File: src/logic/sepc_defines.vh
// Constants shared by the serial memory protect and cache block
// Functional notes
// - Config byte bit 7 clear programs high-endurance block from upper address bits.
// - After protection is set, relocating the high-endurance block is ignored.
// - Unprogrammed high-endurance location defaults to the highest block.
// - Protect a contiguous region of 0 to 15 blocks: start block plus count.
// - Block count zero leaves the whole array writable.
// - Factory settings: start block 15, block count zero.
// - Protection settings accepted once; later changes rejected.
// - Protect command: address byte bit 7 set, start in bits 1-4, others ignored.
// - Second byte is a filler, ignored but acknowledged.
// - Third byte: bit 7 high, bit 6 low, count in bits 0-3; STOP completes.
// - Writes to protected locations are dropped silently, no abort.
// - Writes crossing the protect boundary keep only unprotected bytes.
// - Config byte with bit 6 set is a readback returning two bytes.
// - Readback bytes: upper nibble ones; first start block, second count.
// - No control-byte ack during an internal write cycle; normal afterwards.
// - Write data loads a 64-byte cache of 8 pages until STOP.
// - One page cycle of at most 5 ms per loaded page, partial pages too; the code waits a full 5 ms after draining each page's bytes.
// - Beyond 64 bytes the load pointer wraps to cache page 0.
// - Cached pages go to sequential array pages across block boundaries.
// - STOP ending a write starts the self-timed cycle; no acks meanwhile.
`ifndef SEPC_DEFINES_VH
`define SEPC_DEFINES_VH

// ==========================================================
// Command byte fields
`define SEPC_SEL_BIT      7
`define SEPC_RB_BIT       6
`define SEPC_BLK_HI       4
`define SEPC_BLK_LO       1
`define SEPC_BYTE_BITS    4'h8
`define SEPC_TX_LAST      4'h7
`define SEPC_IDX_HI       2'h1
`define SEPC_IDX_LO       2'h2
`define SEPC_IDX_DATA     2'h3

// ==========================================================
// Reset and default values
`define SEPC_FACT_START   4'hf
`define SEPC_FACT_COUNT   4'h0
`define SEPC_TOP_BLOCK    4'hf
`define SEPC_RB_FILL      4'hf
`define SEPC_LAST_PAGE    3'h7
`define SEPC_LAST_BYTE    3'h7

// ==========================================================
// Timing
`define SEPC_PAGE_TIME_US 5000
`define SEPC_CLK_MHZ      100
`define SEPC_PAGE_CYC     (`SEPC_PAGE_TIME_US * `SEPC_CLK_MHZ)

`endif

File: src/logic/sepc_buf2.v
// Two-entry valid/ready buffer between cache drain and array port
`timescale 1ns/1ps
`default_nettype none
module sepc_buf2 #(
  parameter W = 21
) (
  input  wire         clk,       // System clock
  input  wire         rst_n,     // Synchronised reset, active low
  input  wire         in_valid,  // Word offered
  output wire         in_ready,  // Room for a word
  input  wire [W-1:0] in_data,   // Word in
  output wire         out_valid, // Word held
  input  wire         out_ready, // Receiver takes it
  output wire [W-1:0] out_data,  // Word out
  output wire         empty      // Nothing held
);
  reg [W-1:0] ent0_r;
  reg [W-1:0] ent1_r;
  reg         wp_r;
  reg         rp_r;
  reg [1:0]   cnt_r;
  wire        push = in_valid && in_ready;
  wire        pop  = out_valid && out_ready;

  // Full at two, so the drain stalls instead of losing words
  assign in_ready  = (cnt_r != 2'h2);
  assign out_valid = (cnt_r != 2'h0);
  assign empty     = (cnt_r == 2'h0);
  assign out_data  = rp_r ? ent1_r : ent0_r;

  // Storage and pointers
  always @(posedge clk or negedge rst_n) begin
    if (!rst_n) begin
      ent0_r <= {W{1'b0}};
      ent1_r <= {W{1'b0}};
      wp_r   <= 1'b0;
      rp_r   <= 1'b0;
      cnt_r  <= 2'h0;
    end else begin
      if (push && !wp_r) ent0_r <= in_data;
      if (push && wp_r) ent1_r <= in_data;
      if (push) wp_r <= ~wp_r;
      if (pop) rp_r <= ~rp_r;
      if (push && !pop) cnt_r <= cnt_r + 2'h1;
      else if (pop && !push) cnt_r <= cnt_r - 2'h1;
    end
  end
endmodule
`default_nettype wire

File: src/logic/sepc_sync.v
// Two-flop synchroniser for pins from outside the clock domain
`timescale 1ns/1ps
`default_nettype none
module sepc_sync #(
  parameter W = 5
) (
  input  wire         clk,   // System clock
  input  wire         rst_n, // Synchronised reset, active low
  input  wire [W-1:0] d,     // Asynchronous inputs
  output wire [W-1:0] q      // Synchronised outputs
);
  reg [W-1:0] meta_r;
  reg [W-1:0] sync_r;

  // First stage feeds only the second stage
  always @(posedge clk or negedge rst_n) begin
    if (!rst_n) begin
      meta_r <= {W{1'b1}};
      sync_r <= {W{1'b1}};
    end else begin
      meta_r <= d;
      sync_r <= meta_r;
    end
  end

  assign q = sync_r;
endmodule
`default_nettype wire

File: src/logic/sepc_top.v
// Two-wire memory slave: protection, high-endurance block and write cache
`timescale 1ns/1ps
`default_nettype none
`include "sepc_defines.vh"
module sepc_top #(
  parameter [3:0]  DEV_CODE = 4'h5,          // Device type code, value arbitrary
  parameter [19:0] PAGE_CYC = `SEPC_PAGE_CYC // Cycles per page write cycle
) (
  input  wire        mclk,                 // 100 MHz clock
  input  wire        rstn,                 // Async reset, active low
  input  wire        scl,                  // Bus clock pin
  input  wire        sda_in,               // Bus data pin level
  output wire        sda_out,              // Bus data drive value, always low
  output wire        sda_oe_n,             // Low while pulling data low
  input  wire        chip_select_bit_low,  // Select strap, bit 0
  input  wire        chip_select_bit_mid,  // Select strap, bit 1
  input  wire        chip_select_bit_high, // Select strap, bit 2
  output wire [12:0] arr_rd_addr,          // Array read address
  input  wire [7:0]  arr_rd_data,          // Array read data
  output wire        arr_wr_valid,         // Array byte write request
  input  wire        arr_wr_ready,         // Array accepts the byte
  output wire [12:0] arr_wr_addr,          // Array write address
  output wire [7:0]  arr_wr_data,          // Array write data
  input  wire [3:0]  nv_prot_start,        // Stored start block
  input  wire [3:0]  nv_prot_count,        // Stored block count
  input  wire        nv_locked,            // Stored protect-set flag
  input  wire [3:0]  nv_he_block,          // Stored high-endurance block
  input  wire        nv_he_set,            // Stored high-endurance-set flag
  output wire        nv_save,              // Pulse: store cfg outputs
  output wire [3:0]  cfg_prot_start,       // Protect start block
  output wire [3:0]  cfg_prot_count,       // Protect block count
  output wire        cfg_locked,           // Protection programmed
  output wire [3:0]  cfg_he_block,         // Effective high-endurance block
  output wire        cfg_he_set,           // High-endurance block programmed
  output wire        busy                  // Internal write cycle running
);
  // ==========================================================
  // Reset release and pin synchronisers
  reg  [1:0] rs_r;
  wire       rst_n = rs_r[1];
  wire [4:0] pin_s;

  always @(posedge mclk or negedge rstn) begin
    if (!rstn) rs_r <= 2'h0;
    else rs_r <= {rs_r[0], 1'b1};
  end

  sepc_sync #(.W(5)) u_sync (
    .clk   (mclk),
    .rst_n (rst_n),
    .d     ({scl, sda_in, chip_select_bit_high, chip_select_bit_mid, chip_select_bit_low}),
    .q     (pin_s)
  );

  wire       scl_s = pin_s[4];
  wire       sda_s = pin_s[3];
  wire [2:0] cs_s  = pin_s[2:0];
  reg        scl_q_r;
  reg        sda_q_r;
  wire scl_rise = scl_s && !scl_q_r;
  wire scl_fall = !scl_s && scl_q_r;
  wire start_c  = scl_s && scl_q_r && sda_q_r && !sda_s;
  wire stop_c   = scl_s && scl_q_r && !sda_q_r && sda_s;

  // ==========================================================
  // Serial engine state
  localparam [2:0] SI_IDLE = 3'h0;
  localparam [2:0] SI_RX   = 3'h1;
  localparam [2:0] SI_ACK  = 3'h2;
  localparam [2:0] SI_TX   = 3'h3;
  localparam [2:0] SI_MACK = 3'h4;
  localparam [1:0] OP_NONE = 2'h0;
  localparam [1:0] OP_PROT = 2'h1;
  localparam [1:0] OP_HE   = 2'h2;

  reg [2:0]  st_r;
  reg [3:0]  bcnt_r;
  reg [7:0]  sh_r;
  reg [1:0]  idx_r;
  reg        oe_n_r;
  reg        rd_r;
  reg        cfg_r;
  reg        mack_r;
  reg [7:0]  ahi_r;
  reg [12:0] addr_r;
  reg [12:0] base_r;
  reg [5:0]  wptr_r;
  reg [63:0] valid_r;
  reg        wr_any_r;
  reg [1:0]  cfg_op_r;
  reg [3:0]  pstart_r;
  reg [3:0]  pcount_r;
  reg        rb_pend_r;
  reg        rb_idx_r;
  reg [3:0]  prot_start_r;
  reg [3:0]  prot_count_r;
  reg        locked_r;
  reg [3:0]  he_r;
  reg        he_set_r;
  reg        ld_pend_r;
  reg        nv_save_r;
  reg [7:0]  cache_r [0:63];

  // Drain state, declared here for the busy gate
  localparam [1:0] DR_IDLE = 2'h0;
  localparam [1:0] DR_BYTE = 2'h1;
  localparam [1:0] DR_WAIT = 2'h2;
  reg [1:0]  dr_st_r;
  reg [2:0]  pg_r;
  reg [2:0]  by_r;
  reg [19:0] tmr_r;

  assign busy = (dr_st_r != DR_IDLE);

  wire byte_done = (st_r == SI_RX) && scl_fall && (bcnt_r == `SEPC_BYTE_BITS)
                   && !start_c && !stop_c;
  wire cache_we  = byte_done && (idx_r == `SEPC_IDX_DATA) && !cfg_r;
  wire addr_ok   = (sh_r[7:4] == DEV_CODE) && (sh_r[3:1] == cs_s);
  wire wr_go     = stop_c && wr_any_r;
  wire cfg_go    = stop_c && (cfg_op_r != OP_NONE) && !locked_r && !busy;

  // Readback bytes carry ones in the upper nibble
  wire [7:0] tx_byte = !rb_pend_r ? arr_rd_data :
                       rb_idx_r   ? {`SEPC_RB_FILL, prot_count_r} :
                                    {`SEPC_RB_FILL, prot_start_r};

  // Protected when count is non-zero and block falls in [start, start+count)
  function is_prot;
    input [3:0] blk;
    input [3:0] first;
    input [3:0] cnt;
    reg   [4:0] lim;
    begin
      lim     = {1'b0, first} + {1'b0, cnt};
      is_prot = (cnt != 4'h0) && (blk >= first) && ({1'b0, blk} < lim);
    end
  endfunction

  // Cache storage holds data only, so it needs no reset
  always @(posedge mclk) begin
    if (cache_we) cache_r[wptr_r] <= sh_r;
  end

  // ==========================================================
  // Serial engine: framing, acks, command decode, settings
  always @(posedge mclk or negedge rst_n) begin
    if (!rst_n) begin
      scl_q_r      <= 1'b1;
      sda_q_r      <= 1'b1;
      st_r         <= SI_IDLE;
      bcnt_r       <= 4'h0;
      sh_r         <= 8'h00;
      idx_r        <= 2'h0;
      oe_n_r       <= 1'b1;
      rd_r         <= 1'b0;
      cfg_r        <= 1'b0;
      mack_r       <= 1'b0;
      ahi_r        <= 8'h00;
      addr_r       <= 13'h0000;
      base_r       <= 13'h0000;
      wptr_r       <= 6'h00;
      valid_r      <= 64'h0;
      wr_any_r     <= 1'b0;
      cfg_op_r     <= OP_NONE;
      pstart_r     <= 4'h0;
      pcount_r     <= 4'h0;
      rb_pend_r    <= 1'b0;
      rb_idx_r     <= 1'b0;
      prot_start_r <= `SEPC_FACT_START;
      prot_count_r <= `SEPC_FACT_COUNT;
      locked_r     <= 1'b0;
      he_r         <= `SEPC_TOP_BLOCK;
      he_set_r     <= 1'b0;
      ld_pend_r    <= 1'b1;
      nv_save_r    <= 1'b0;
    end else begin
      scl_q_r   <= scl_s;
      sda_q_r   <= sda_s;
      nv_save_r <= 1'b0;
      // Settings come back from nonvolatile storage once after reset
      if (ld_pend_r) begin
        ld_pend_r    <= 1'b0;
        prot_start_r <= nv_prot_start;
        prot_count_r <= nv_prot_count;
        locked_r     <= nv_locked;
        he_r         <= nv_he_block;
        he_set_r     <= nv_he_set;
      end
      if (start_c) begin
        st_r   <= SI_RX;
        bcnt_r <= 4'h0;
        idx_r  <= 2'h0;
        oe_n_r <= 1'b1;
      end else if (stop_c) begin
        st_r      <= SI_IDLE;
        oe_n_r    <= 1'b1;
        rb_pend_r <= 1'b0;
        wr_any_r  <= 1'b0;
        cfg_op_r  <= OP_NONE;
        // Settings commit at STOP, only while unlocked
        if (cfg_go && (cfg_op_r == OP_PROT)) begin
          prot_start_r <= pstart_r;
          prot_count_r <= pcount_r;
          locked_r     <= 1'b1;
          nv_save_r    <= 1'b1;
        end
        if (cfg_go && (cfg_op_r == OP_HE)) begin
          he_r      <= ahi_r[`SEPC_BLK_HI:`SEPC_BLK_LO];
          he_set_r  <= 1'b1;
          nv_save_r <= 1'b1;
        end
      end else begin
        case (st_r)
          SI_RX: begin
            if (scl_rise && (bcnt_r != `SEPC_BYTE_BITS)) begin
              sh_r   <= {sh_r[6:0], sda_s};
              bcnt_r <= bcnt_r + 4'h1;
            end else if (byte_done) begin
              bcnt_r <= 4'h0;
              if (idx_r != `SEPC_IDX_DATA) idx_r <= idx_r + 2'h1;
              st_r   <= SI_ACK;
              oe_n_r <= 1'b0;
              if (idx_r == 2'h0) begin
                // Busy or foreign code: stay silent until next START
                if (!addr_ok || busy) begin
                  st_r   <= SI_IDLE;
                  oe_n_r <= 1'b1;
                end
                rd_r <= sh_r[0];
              end else if (idx_r == `SEPC_IDX_HI) begin
                ahi_r <= sh_r;
                cfg_r <= sh_r[`SEPC_SEL_BIT];
              end else if (idx_r == `SEPC_IDX_LO) begin
                // In config mode this byte is the ignored filler
                if (!cfg_r) begin
                  addr_r  <= {ahi_r[4:0], sh_r};
                  base_r  <= {ahi_r[4:0], sh_r};
                  wptr_r  <= {3'h0, sh_r[2:0]};
                  valid_r <= 64'h0;
                end
              end else if (cfg_r) begin
                if (idx_r != bcnt_r[1:0] && cfg_op_r == OP_NONE && !rb_pend_r) begin
                  if (!sh_r[`SEPC_SEL_BIT]) begin
                    cfg_op_r <= OP_HE;
                  end else if (sh_r[`SEPC_RB_BIT]) begin
                    rb_pend_r <= 1'b1;
                    rb_idx_r  <= 1'b0;
                  end else begin
                    cfg_op_r <= OP_PROT;
                    pstart_r <= ahi_r[`SEPC_BLK_HI:`SEPC_BLK_LO];
                    pcount_r <= sh_r[3:0];
                  end
                end
              end else begin
                // Pointer wraps inside 64 bytes, overwriting page 0 first
                valid_r[wptr_r] <= 1'b1;
                wptr_r   <= wptr_r + 6'h01;
                addr_r   <= {addr_r[12:6], addr_r[5:0] + 6'h01};
                wr_any_r <= 1'b1;
              end
            end
          end
          SI_ACK: begin
            if (scl_fall) begin
              bcnt_r <= 4'h0;
              if (rd_r) begin
                st_r   <= SI_TX;
                sh_r   <= tx_byte;
                oe_n_r <= tx_byte[7];
              end else begin
                st_r   <= SI_RX;
                oe_n_r <= 1'b1;
              end
            end
          end
          SI_TX: begin
            if (scl_fall) begin
              if (bcnt_r == `SEPC_TX_LAST) begin
                st_r   <= SI_MACK;
                oe_n_r <= 1'b1;
                bcnt_r <= 4'h0;
              end else begin
                sh_r   <= {sh_r[6:0], 1'b0};
                oe_n_r <= sh_r[6];
                bcnt_r <= bcnt_r + 4'h1;
              end
            end
          end
          SI_MACK: begin
            if (scl_rise) begin
              mack_r <= !sda_s;
              if (rb_pend_r) rb_idx_r <= 1'b1;
              else addr_r <= addr_r + 13'h0001;
            end else if (scl_fall) begin
              if (mack_r) begin
                st_r   <= SI_TX;
                sh_r   <= tx_byte;
                oe_n_r <= tx_byte[7];
              end else begin
                st_r <= SI_IDLE;
              end
            end
          end
          default: begin
            st_r <= SI_IDLE;
          end
        endcase
      end
    end
  end

  // ==========================================================
  // Cache drain: one timed cycle per loaded page
  wire [5:0]  cidx     = {pg_r, by_r};
  wire [9:0]  dst_page = base_r[12:3] + {7'h00, pg_r};
  wire [12:0] dst_addr = {dst_page, by_r};
  wire        prot_hit = is_prot(dst_addr[12:9], prot_start_r, prot_count_r);
  wire        page_any = |valid_r[{pg_r, 3'h0} +: 8];
  wire        buf_rdy;
  wire        buf_empty;
  wire        buf_push = (dr_st_r == DR_BYTE) && valid_r[cidx] && !prot_hit;

  // Stalls on a full buffer rather than dropping a byte
  always @(posedge mclk or negedge rst_n) begin
    if (!rst_n) begin
      dr_st_r <= DR_IDLE;
      pg_r    <= 3'h0;
      by_r    <= 3'h0;
      tmr_r   <= 20'h0;
    end else begin
      case (dr_st_r)
        DR_IDLE: begin
          if (wr_go) begin
            dr_st_r <= DR_BYTE;
            pg_r    <= 3'h0;
            by_r    <= 3'h0;
          end else if (cfg_go) begin
            dr_st_r <= DR_WAIT;
            pg_r    <= `SEPC_LAST_PAGE;
            tmr_r   <= 20'h0;
          end
        end
        DR_BYTE: begin
          if ((by_r == 3'h0) && !page_any) begin
            if (pg_r == `SEPC_LAST_PAGE) dr_st_r <= DR_IDLE;
            else pg_r <= pg_r + 3'h1;
          end else if (!valid_r[cidx] || prot_hit || buf_rdy) begin
            by_r <= by_r + 3'h1;
            if (by_r == `SEPC_LAST_BYTE) begin
              dr_st_r <= DR_WAIT;
              tmr_r   <= 20'h0;
            end
          end
        end
        DR_WAIT: begin
          // Full page time even for a partial page
          if (tmr_r != PAGE_CYC - 20'h1) begin
            tmr_r <= tmr_r + 20'h1;
          end else if (buf_empty) begin
            if (pg_r == `SEPC_LAST_PAGE) dr_st_r <= DR_IDLE;
            else begin
              pg_r    <= pg_r + 3'h1;
              dr_st_r <= DR_BYTE;
            end
          end
        end
        default: begin
          dr_st_r <= DR_IDLE;
        end
      endcase
    end
  end

  sepc_buf2 #(.W(21)) u_buf (
    .clk       (mclk),
    .rst_n     (rst_n),
    .in_valid  (buf_push),
    .in_ready  (buf_rdy),
    .in_data   ({dst_addr, cache_r[cidx]}),
    .out_valid (arr_wr_valid),
    .out_ready (arr_wr_ready),
    .out_data  ({arr_wr_addr, arr_wr_data}),
    .empty     (buf_empty)
  );

  // ==========================================================
  // Outputs
  assign sda_out        = 1'b0;
  assign sda_oe_n       = oe_n_r;
  assign arr_rd_addr    = addr_r;
  assign nv_save        = nv_save_r;
  assign cfg_prot_start = prot_start_r;
  assign cfg_prot_count = prot_count_r;
  assign cfg_locked     = locked_r;
  assign cfg_he_block   = he_set_r ? he_r : `SEPC_TOP_BLOCK;
  assign cfg_he_set     = he_set_r;
endmodule
`default_nettype wire

File: config.mk
export PLATFORM = sky130hd
export DESIGN_NAME = sepc_top
export DESIGN_NICKNAME = d
export VERILOG_FILES = /design/src/logic/sepc_buf2.v /design/src/logic/sepc_sync.v /design/src/logic/sepc_top.v
export VERILOG_INCLUDE_DIRS = /design/src /design/src/logic
export SDC_FILE = /design/constraint.sdc
export NUM_CORES = 1
export LEC_CHECK = 0
export CORE_MARGIN = 2
export CORE_UTILIZATION = 40
export CTS_CLUSTER_DIAMETER = 60
export CTS_CLUSTER_SIZE = 8
export DETAILED_ROUTE_END_ITERATION = 16
export DONT_BUFFER_PORTS = 1
export PLACE_DENSITY = 0.62
export SYNTH_ARGS = -nofsm -noshare
export SYNTH_HDL_FRONTEND = slang
export SYNTH_SLANG_ARGS = --single-unit
File: constraint.sdc
create_clock -name mclk -period 7.6 [get_ports mclk]
set_clock_uncertainty 0.05 [all_clocks]
set_input_delay 0.38 -clock mclk [delete_from_list [all_inputs] [get_ports mclk]]
set_output_delay 0.38 -clock mclk [all_outputs]
set_load 0.005 [all_outputs]
# == Word-level counts from Yosys, hierarchy flattened ==
# Memories as Yosys holds them, arrays and structs flattened.
# Index checks and enable logic that the tools add are counted.
# totals
regBits,239
mem_bits_rw,512
n_memories,1
# mem_list
memory,words,word_bits,rd,rd_clocked_by_memory_dff,write_ports,line_no,source
cache_r,64,8,1,0,1,sepc_top.v:102,reg [7:0] cache_r [0:63];
# op_classes
n_addsub,12
n_lt_le_gt_ge,5
n_eq_ne,77
n_shift,1
muxes,173
bitwise,11
n_reduce_logical,102
# op_table
op,count
64-bit 2-to-1 mux,3
20-bit 2-to-1 mux,6
13-bit 2-to-1 mux,8
4-bit 2-to-1 mux,21
8-bit 2-to-1 mux,9
2-bit != test (second input constant),35
64-bit OR,1
64-bit by 7-bit variable part select with 8-bit output,1
2-bit 2-to-1 mux,31
1-bit 2-to-1 mux,60
20-bit one-hot mux with 3 select lines,1
3-bit 2-to-1 mux,18
4-bit != test (second input constant),9
1-bit logical AND,35
11-bit AND reduction,3
8-bit one-hot mux with 4 select lines,1
2-bit nonzero test,15
13-bit one-hot mux with 2 select lines,1
6-bit 2-to-1 mux,4
8-bit AND reduction,3
21-bit 2-to-1 mux,1
7-bit AND reduction,3
20-bit by 1-bit adder with 20-bit output (second input constant),1
20-bit by 19-bit != test with 1-bit output (second input constant),1
51 further kinds,110

# == Longest topological paths before layout ==
# Gate-level depths: netlist of the first run.
# logic_depth
depth_word,12
depth_mapped,18
mapped_depth_nobuf,18

# == By module ==
# A second synthesis of the first run with hierarchy kept.
# hier_totals
hier_cells,2024
hier_area_um2,32329.8
# modules_own_cells
mod,instances,cells_each,area_each_um2,seq_area_each_um2
sepc_top,1,1885,29847.4,19894.1
sepc_buf2,1,129,2219.6,1151.1
sepc_sync,1,10,262.8,262.8

# == Least setup slack after synthesis of the first run ==
# No wires, ideal clock.
# synth_timing
kind,reg2reg
start,register pg_r[0]
end,register u_buf.ent0_r[0]
setup_ps,125
arrival_time_ps,3429
required_time_ps,7425
slack_ps,3996
stages_incl_launch_ff,17
path_buffers,1
period_less_slack_ps,3604
cell_sequence,dfrtp_1 -> ha_1 -> fa_1 -> a21o_1 -> nand2b_1 -> xnor2_1 -> inv_1 -> ha_1 -> nand2b_1 -> a21oi_1 -> a221oi_1 -> o31ai_1 -> a31o_1 -> and2_1 -> and4b_1 -> buf_2 -> mux2_2
# synth_via
elab_chain_cells,8
elab_cells_between_ends,13
classes_between,1 x add/sub; 2 x order compare; 2 x mux; 7 x reduce/logical; 1 x memory
# synth_lines
element,line_no,source
"start, declared",sepc_top.v:109,reg [2:0] pg_r;
"start signal, assigned",sepc_top.v:339,pg_r <= `SEPC_LAST_PAGE;
"start signal, assigned",sepc_top.v:346,else pg_r <= pg_r + 3'h1;
"start signal, assigned",sepc_top.v:362,pg_r <= pg_r + 3'h1;
10-bit by 3-bit adder with 10-bit output,sepc_top.v:315,"wire [9:0] dst_page = base_r[12:3] + {7'h00, pg_r};"
4-bit >= comparator,sepc_top.v:135,"is_prot = (cnt != 4'h0) && (blk >= first) && ({1'b0, blk} < lim);"
1-bit logical AND (2 in series),sepc_top.v:135,
1-bit logical NOT,sepc_top.v:321,wire buf_push = (dr_st_r == DR_BYTE) && valid_r[cidx] && !prot_hit;
1-bit logical AND,sepc_top.v:321,
1-bit logical AND,sepc_buf2.v:22,wire push = in_valid && in_ready;
1-bit logical AND,sepc_buf2.v:40,if (push && !wp_r) ent0_r <= in_data;
"end signal, assigned",sepc_buf2.v:34,ent0_r <= {W{1'b0}};
"end signal, assigned",sepc_buf2.v:40,
"end, declared",sepc_buf2.v:17,reg [W-1:0] ent0_r;
# Parallel ways exist; a longest one is shown, timed or not. The select of a mux whose other input is x is not followed.
# A chain may end at the register's enable or synchronous reset.

# == Final worst setup path of the first run ==
# layout_timing
start,register pg_r[1]
end,register u_buf.ent0_r[3]
# layout_via
elab_chain_cells,8
elab_cells_between_ends,13
classes_between,1 x add/sub; 2 x order compare; 2 x mux; 7 x reduce/logical; 1 x memory
# layout_lines
element,line_no
10-bit by 3-bit adder with 10-bit output *,sepc_top.v:315
net dst_page[7],sepc_top.v:315
4-bit >= comparator,sepc_top.v:135
1-bit logical AND,sepc_top.v:135
1-bit logical AND *,sepc_top.v:135
1-bit logical NOT *,sepc_top.v:321
1-bit logical AND *,sepc_top.v:321
1-bit logical AND *,sepc_buf2.v:22
1-bit logical AND *,sepc_buf2.v:40
# The timed path passes the listed nets; every way through them passes the cells marked *. The select of a mux whose other input is x is not followed.

==> flow_metrics.tcl, run 1 <==
set metrics [dict create \
    cp-end-kind "flop" \
    synth_edf_count 512 \
    synth_common_cells "edfxtp_1 (512), dfrtp_1 (214), nor2_1 (200)" \
    critical_path_class "flop to flop" \
    post-synth-top-count-cell "edfxtp_1" \
    worst_pin_slew_ns 1.181 \
    maxCapViolations 0 \
    htree_levels 3 \
    worst_ep_arrival_time_ns 5.50 \
    grt_setup_unrepaired "false" \
    worstPathMaxFanout 21 \
    clk_latency_ns 0.67 \
    gr-usage-all-layers_pct 18.81 \
    dp_slack_ns 2.564 \
    synth_top_area_cell "edfxtp_1" \
    fmax_mhz 198.7 \
    coreArea_sq_um 79130 \
    drtAntennaViolNets 0 \
    cts-root-buf "clkbuf_16" \
    synth_ff_type "edfxtp_1" \
    die_w_um 286.8 \
    routed_wl_um 77310 \
    max_slew_margin_pct 21.29 \
    cts_resized 0 \
    clockBufferDepth 3 \
    grt_pass1_vias 18350 \
    io-pin-count 83 \
    synthCells 2012 \
    first_pass_iters 5 \
    yosysUniqueCellTypes 73 \
    cts_setup_buffers 0 \
    ir_worst_vdd_v 0.0002232 \
    hold_violations 0 \
    synth_seq_cells 748 \
    drtIter0Drc 1866 \
    status "finished, final reports clean" \
    netlist_area_sq_um 31980 \
    num_rows 103 \
    nets 2130 \
    tns_ns 0 \
    fin_crit_sh_pct 66.23 \
    hpwl_um 46850 \
    diodes 0 \
    setup_ws_ns 2.567 \
    antenna_found_initial 0 \
    initial_utilization_pct 40.42 \
    synth-seq-area-share_pct 66.62 \
    wl_per_cell_um 24.41 \
    path_clk_slew_ns 0.05 \
    crit_path_frequent_cell "ha_1" \
    drive_above_1_share_pct 21.35 \
    syn_area_per_cell_sq_um 15.90 \
    stdcell_count 3167 \
    grt-ovfl-total 0 \
    async_flop_share_pct 31.55 \
    p_per_area_nw_per_um2 271.6 \
    yosysWarnings 0 \
    vias 18210 \
    grt_max_degree 78 \
    report.final.slew_viol_count 0 \
    clkSinkCount 748 \
    whs_ns 0.02724 \
    cp_slowest_stage_delay_ns 1.00 \
    dp.cells 2987 \
    start_kind "flop" \
    grt_pass1_wl_um 116900 \
    die_y_um 286.8 \
    area_growth_syn_to_layout_pct 13.26 \
    io_buffers 0 \
    post-route-util_pct 45.78 \
    crit_chain "ha_1 -> a21o_1 -> a21oi_1 -> nor2_1 -> xnor2_1 -> ha_1 -> nand3b_1 -> nor3_1 -> a311oi_1 -> maj3_1 -> a31o_1 -> and2_1 -> and4b_1 -> mux2_2" \
    postCtsHoldBufs 24 \
    die_area_sq_um 82240 \
    cts_tree "built" \
    routabilityCongestion 0.8438 \
    yosys-top-cells-area "edfxtp_1 (48%), dfrtp_1 (17%), mux4_2 (13%)" \
    worst_hold_path_type "input port to flop" \
    viasPerCell 5.751 \
    critPathRequiredTime_ns 8.07 \
    cts_buffers 104 \
    setup_viol 0 \
    period_needed_ns 5.033 \
    p_leak_nw 13.16 \
    crit_slowest_cell "and4b_1" \
    drc 0 \
    yosysTopAreaCellShare_pct 48.07 \
]
==> through the flow <==
step,cell area (sq um),total power [mW]
2_1_floorplan,31990,5.328
3_3_place_gp,33040,5.651
3_5_place_dp,33040,5.704
4_1_cts,36230,9.929
5_1_grt,36230,10.16
6_report,36230,9.840
==> routing by layer <==
metal,vias up,wire (um),track usage [%]
li1,7931,-,-
met1,9512,32220,25.65
met5,-,0,0
met4,0,1846,5.651
met3,125,5026,3.468
met2,646,38220,30.88
==> cell families after synthesis <==
logic type	after synthesis	synth area share, %
buffers and inverters	135	1.979
multiplexers	310	17.20
adder cells (fa/ha/maj)	34	1.369
XOR/XNOR	20	0.5477
AND/OR/NAND/NOR	479	7.022
AO/OA/AOI/OAI	284	5.234
flip-flops	748	66.62
other	2	0.02348
==> layout by cell type, fill, tap and decap left out, drive strengths merged, types with 4 or more instances in the layout <==
cell / count
dlygate4sd3: 24
xor2: 9
nor3: 35
nor4b: 4
a21oi: 123
nand4: 9
a32o: 4
mux2: 98
a21o: 7
nor4: 13
nand3b: 5
buf: 27
a31oi: 13
nor2b: 13
edfxtp: 512
o41ai: 12
nand3: 33
nor2: 200
clkinv: 7
and2: 5
ha: 31
or3b: 5
clkbuf: 148
dfstp: 22
o31ai: 13
xnor2: 11
or4: 4
mux4: 182
o21ai: 76
dfrtp: 214
inv: 33
mux2i: 30
or2: 6
nand4b: 7
nand2: 101
nand2b: 20
and3: 8
==> path summary, 6_finish.rpt <==
kind                                           from                     endpoint  slack, ns  cells after the start
worst max-delay path            pg_r[1]$_DFFE_PN0P_  u_buf.ent0_r[3]$_DFFE_PN0P_       2.57                     14
worst min-delay path                 arr_rd_data[4]          sh_r[4]$_DFFE_PN0P_       0.03                      3
worst max register to register  pg_r[1]$_DFFE_PN0P_  u_buf.ent0_r[3]$_DFFE_PN0P_       2.57                     14
worst min register to register    rs_r[1]$_DFF_PN0_   arr_rd_addr[2]$_DFFE_PN0P_       0.30                      0
max in group asynchronous         rs_r[1]$_DFF_PN0_          by_r[1]$_DFFE_PN0P_       5.59                      1
min in group asynchronous         rs_r[1]$_DFF_PN0_   arr_rd_addr[2]$_DFFE_PN0P_       0.30                      0
==> power by group <==
part           internal, mW  switching, mW  total (mW)
clock                  2.52           1.69        4.21
combinational         0.133          0.621       0.754
sequential             4.80         0.0803        4.88
==> critical path, delay by kind of cell, from the launching register on <==
kind	cells	cell delay (ns)
AOI/OAI and AO/OA	4	0.94
adders and majority gates	3	0.82
DFF	1	0.89
muxes	1	0.42
xor gates and xnor gates	1	0.31
and+or+nand+nor	5	1.47
==> layout make-up <==
type | count | area, sq um
sequential | 748 | 21330
clock buffer | 148 | 2799
tap | 1050 | 1314
clock inverter | 8 | 148.9
fill | 6805 | 42900
multi-input combinational | 1130 | 10070
inverter | 32 | 120.1
timing repair buffer | 51 | 442.9
==> state kept, by name, indices dropped and copies added (netlist names), 6 cells and up <==
name          flops
u_buf.ent1_r     21
sh_r              8
u_buf.ent0_r     21
base_r           10
wptr_r            6
valid_r          64
tmr_r            20
cache_r         512
arr_rd_addr      13
Note: power is estimated with default switching activity, not from simulation.
==> run 2: changes to the inputs <==
--- a/config.mk
+++ b/config.mk
@@ -12,7 +12,7 @@
 export CTS_CLUSTER_SIZE = 8
 export DETAILED_ROUTE_END_ITERATION = 16
 export DONT_BUFFER_PORTS = 1
-export PLACE_DENSITY = 0.62
+export PLACE_DENSITY = 0.6
 export SYNTH_ARGS = -nofsm -noshare
 export SYNTH_HDL_FRONTEND = slang
 export SYNTH_SLANG_ARGS = --single-unit
==> constraint.sdc (replaced) <==
create_clock -name mclk -period 5.18 [get_ports mclk]
set_clock_uncertainty 0.05 [all_clocks]
set_input_delay 0.259 -clock mclk [delete_from_list [all_inputs] [get_ports mclk]]
set_output_delay 0.259 -clock mclk [all_outputs]
set_load 0.005 [all_outputs]
==> run 2 against run 1 <==
  * Non-clock buffer count increased by 10
  * First-iteration DRC count fell by 8.3%
  * Critical path depth increased by 1
  * Via count rose by 0.13%
  * Sequential power is 47% higher
  * Highest routed layer unchanged
==> flow_metrics.tcl, run 2 (synthesis gave the netlist of run 1 again) <==
set metrics [dict create \
    routabilityCongestion 0.8379 \
    die_w_um 286.8 \
    antenna_found_initial 2 \
    hold_violations 0 \
    fmax_mhz 225.0 \
    clockBufferDepth 3 \
    ir_worst_vdd_v 0.0002475 \
    clk_latency_ns 0.66 \
    r2r_cells 15 \
    coreArea_sq_um 79130 \
    switching_share_pct 24.24 \
    worst_ep_arrival_time_ns 4.93 \
    io_buffers 0 \
    maxCapViolations 0 \
    period_needed_ns 4.444 \
    vias 18240 \
    routed_wl_um 76960 \
    max_slew_margin_pct 19.18 \
    crit_chain "ha_1 -> a21o_1 -> a21oi_1 -> nor2_1 -> xnor2_1 -> ha_1 -> nand3b_1 -> nor3_1 -> a311oi_1 -> maj3_1 -> a31o_1 -> and2_1 -> nand4_1 -> buf_12 -> mux2_2" \
    grt-ovfl-total 0 \
    worstReg2RegStart "base_r[4]$_DFFE_PN0P_" \
    cts_tree "built" \
    worstHoldStart "chip_select_bit_high" \
    reg_top3 "cache_r (512), valid_r (64)" \
    wl_per_cell_um 24.27 \
    report.final.slew_viol_count 0 \
    cp_slowest_stage_delay_ns 0.61 \
    initial_utilization_pct 40.42 \
    critical_path_class "flop to flop" \
    die_y_um 286.8 \
    pwr-share-clk_pct 43.3 \
    worst_hold_path_type "input port to flop" \
    drive_above_1_share_pct 21.78 \
    dp.cells 2993 \
    clkSinkCount 748 \
    drtAntennaViolNets 0 \
    path_clk_slew_ns 0.06 \
    cp-end-kind "flop" \
    fill_cells 6765 \
    area_growth_syn_to_layout_pct 13.86 \
    grt_pass1_wl_um 116700 \
    final_common_cell "edfxtp_1" \
    nets 2142 \
    reg2reg_slack_ns 0.74 \
    cts_buffers 106 \
    cts-root-buf "clkbuf_16" \
    tns_ns 0 \
    die_area_sq_um 82240 \
    critPathRequiredTime_ns 5.67 \
    cts_resized 0 \
    fin_crit_sh_pct 85.80 \
    worstPathMaxFanout 12 \
    diodes 0 \
    grt_max_degree 147 \
    drc 0 \
    io-pin-count 83 \
    stdcell_count 3171 \
    htree_levels 3 \
    hold_depth 1 \
    num_rows 103 \
    p_seq_share_pct 49.1 \
    p_leak_nw 13.27 \
    min_to "u_sync.meta_r[2]$_DFF_PN1_" \
    grt_setup_unrepaired "false" \
    final_cell_mix "edfxtp_1 (512), dfrtp_1 (202), nor2_1 (199), mux4_2 (182), a21oi_1 (123)" \
    largest-register "cache_r" \
    viasPerCell 5.751 \
    start_kind "flop" \
    hpwl_um 46840 \
    grt_pass1_vias 18550 \
    first_pass_iters 5 \
    setup_viol 0 \
    status "finished, final reports clean" \
    gr-usage-all-layers_pct 18.72 \
    combPwrFrac_pct 7.6 \
    drtIter0Drc 1712 \
    crit_path_frequent_cell "ha_1" \
    worst_pin_slew_ns 1.212 \
    p_switching_mw 3.528 \
    largest_reg_flops 512 \
    crit_slowest_cell "nand4_1" \
    p_int_mw 11.02 \
    r2r-end "u_buf.ent1_r[1]$_DFFE_PN0P_" \
    p_per_area_nw_per_um2 399.6 \
]
run 2: power by group through the flow:
stage | Sequential, mW | Combinational [mW] | Clock, mW
5_1_grt | 7.15 | 1.23 | 6.68
3_5_place_dp | 7.25 | 1.11 | 0
4_1_cts | 7.14 | 1.12 | 6.41
2_1_floorplan | 7.51 | 0.310 | 0
3_3_place_gp | 7.24 | 1.04 | 0
6_report | 7.15 | 1.11 | 6.30
run 2: area by class of cell:
| type | count | area, sq um | area share [%] |
|---|---|---|---|
| multi-input cells | 1130 | 10070 | 27.65 |
| clock buffers | 139 | 2798 | 7.682 |
| repair buffers | 61 | 578.1 | 1.587 |
| clock inverters | 11 | 207.7 | 0.5703 |
| well taps | 1050 | 1314 | 3.607 |
| flip-flops and latches | 748 | 21330 | 58.57 |
| inverters | 32 | 120.1 | 0.3298 |
run 2: how the worst max path moves through the flow:
stage / endpoint / depth (start not counted) / slack [ns] / start
global route: u_buf.ent1_r[1]$_DFFE_PN0P_ / 15 / 0.47 / base_r[4]$_DFFE_PN0P_
global placement: u_buf.ent1_r[12]$_DFFE_PN0P_ / 16 / 0.84 / pg_r[0]$_DFFE_PN0P_
finish: u_buf.ent1_r[1]$_DFFE_PN0P_ / 15 / 0.74 / base_r[4]$_DFFE_PN0P_
floorplan: ahi_r[0]$_DFFE_PN0P_ / 0 / 1.27 / rs_r[1]$_DFF_PN0_
detailed placement: u_buf.ent1_r[1]$_DFFE_PN0P_ / 15 / 0.72 / base_r[4]$_DFFE_PN0P_
CTS: u_buf.ent1_r[1]$_DFFE_PN0P_ / 15 / 0.71 / base_r[4]$_DFFE_PN0P_
run 2: metrics by stage:
step	instance area, sq um	hold WS [ns]	setup slack, ns	util, %	power, mW
3_3_place_gp	33130	-0.08652	0.8389	41.87	8.285
3_5_place_dp	33130	-0.08648	0.7206	41.87	8.356
6_report	36420	0.1605	0.7357	46.02	14.55
5_1_grt	36420	0.1274	0.4654	46.02	15.06
2_1_floorplan	31990	-0.08659	1.274	-	7.817
4_1_cts	36420	0.1052	0.7140	46.02	14.67
run 2: critical path, delay by kind of cell (launching register included):
family,cells,cell delay (ns)
mux,1,0.28
buf+inv,1,0.41
simple gates,5,1.08
fa+ha+maj,3,0.77
xor+xnor,1,0.32
flops,1,0.41
compound gates,4,1.00
run 2: metal layers:
| metal | part of all wire (%) | global-route usage (%) |
|---|---|---|
| met5 | 0 | 0 |
| met4 | 1.8 | 4.557 |
| met3 | 6.2 | 3.429 |
| met2 | 48 | 29.63 |
| met1 | 44 | 26.95 |
run 2: timing repair:
| action | in CTS | in global routing |
|---|---|---|
| hold buffers | 28 | 0 |
| endpoints found under the setup margin | 0 | 0 |
| buffers inserted | 0 | 0 |
| endpoints found under the hold margin | 29 | 0 |
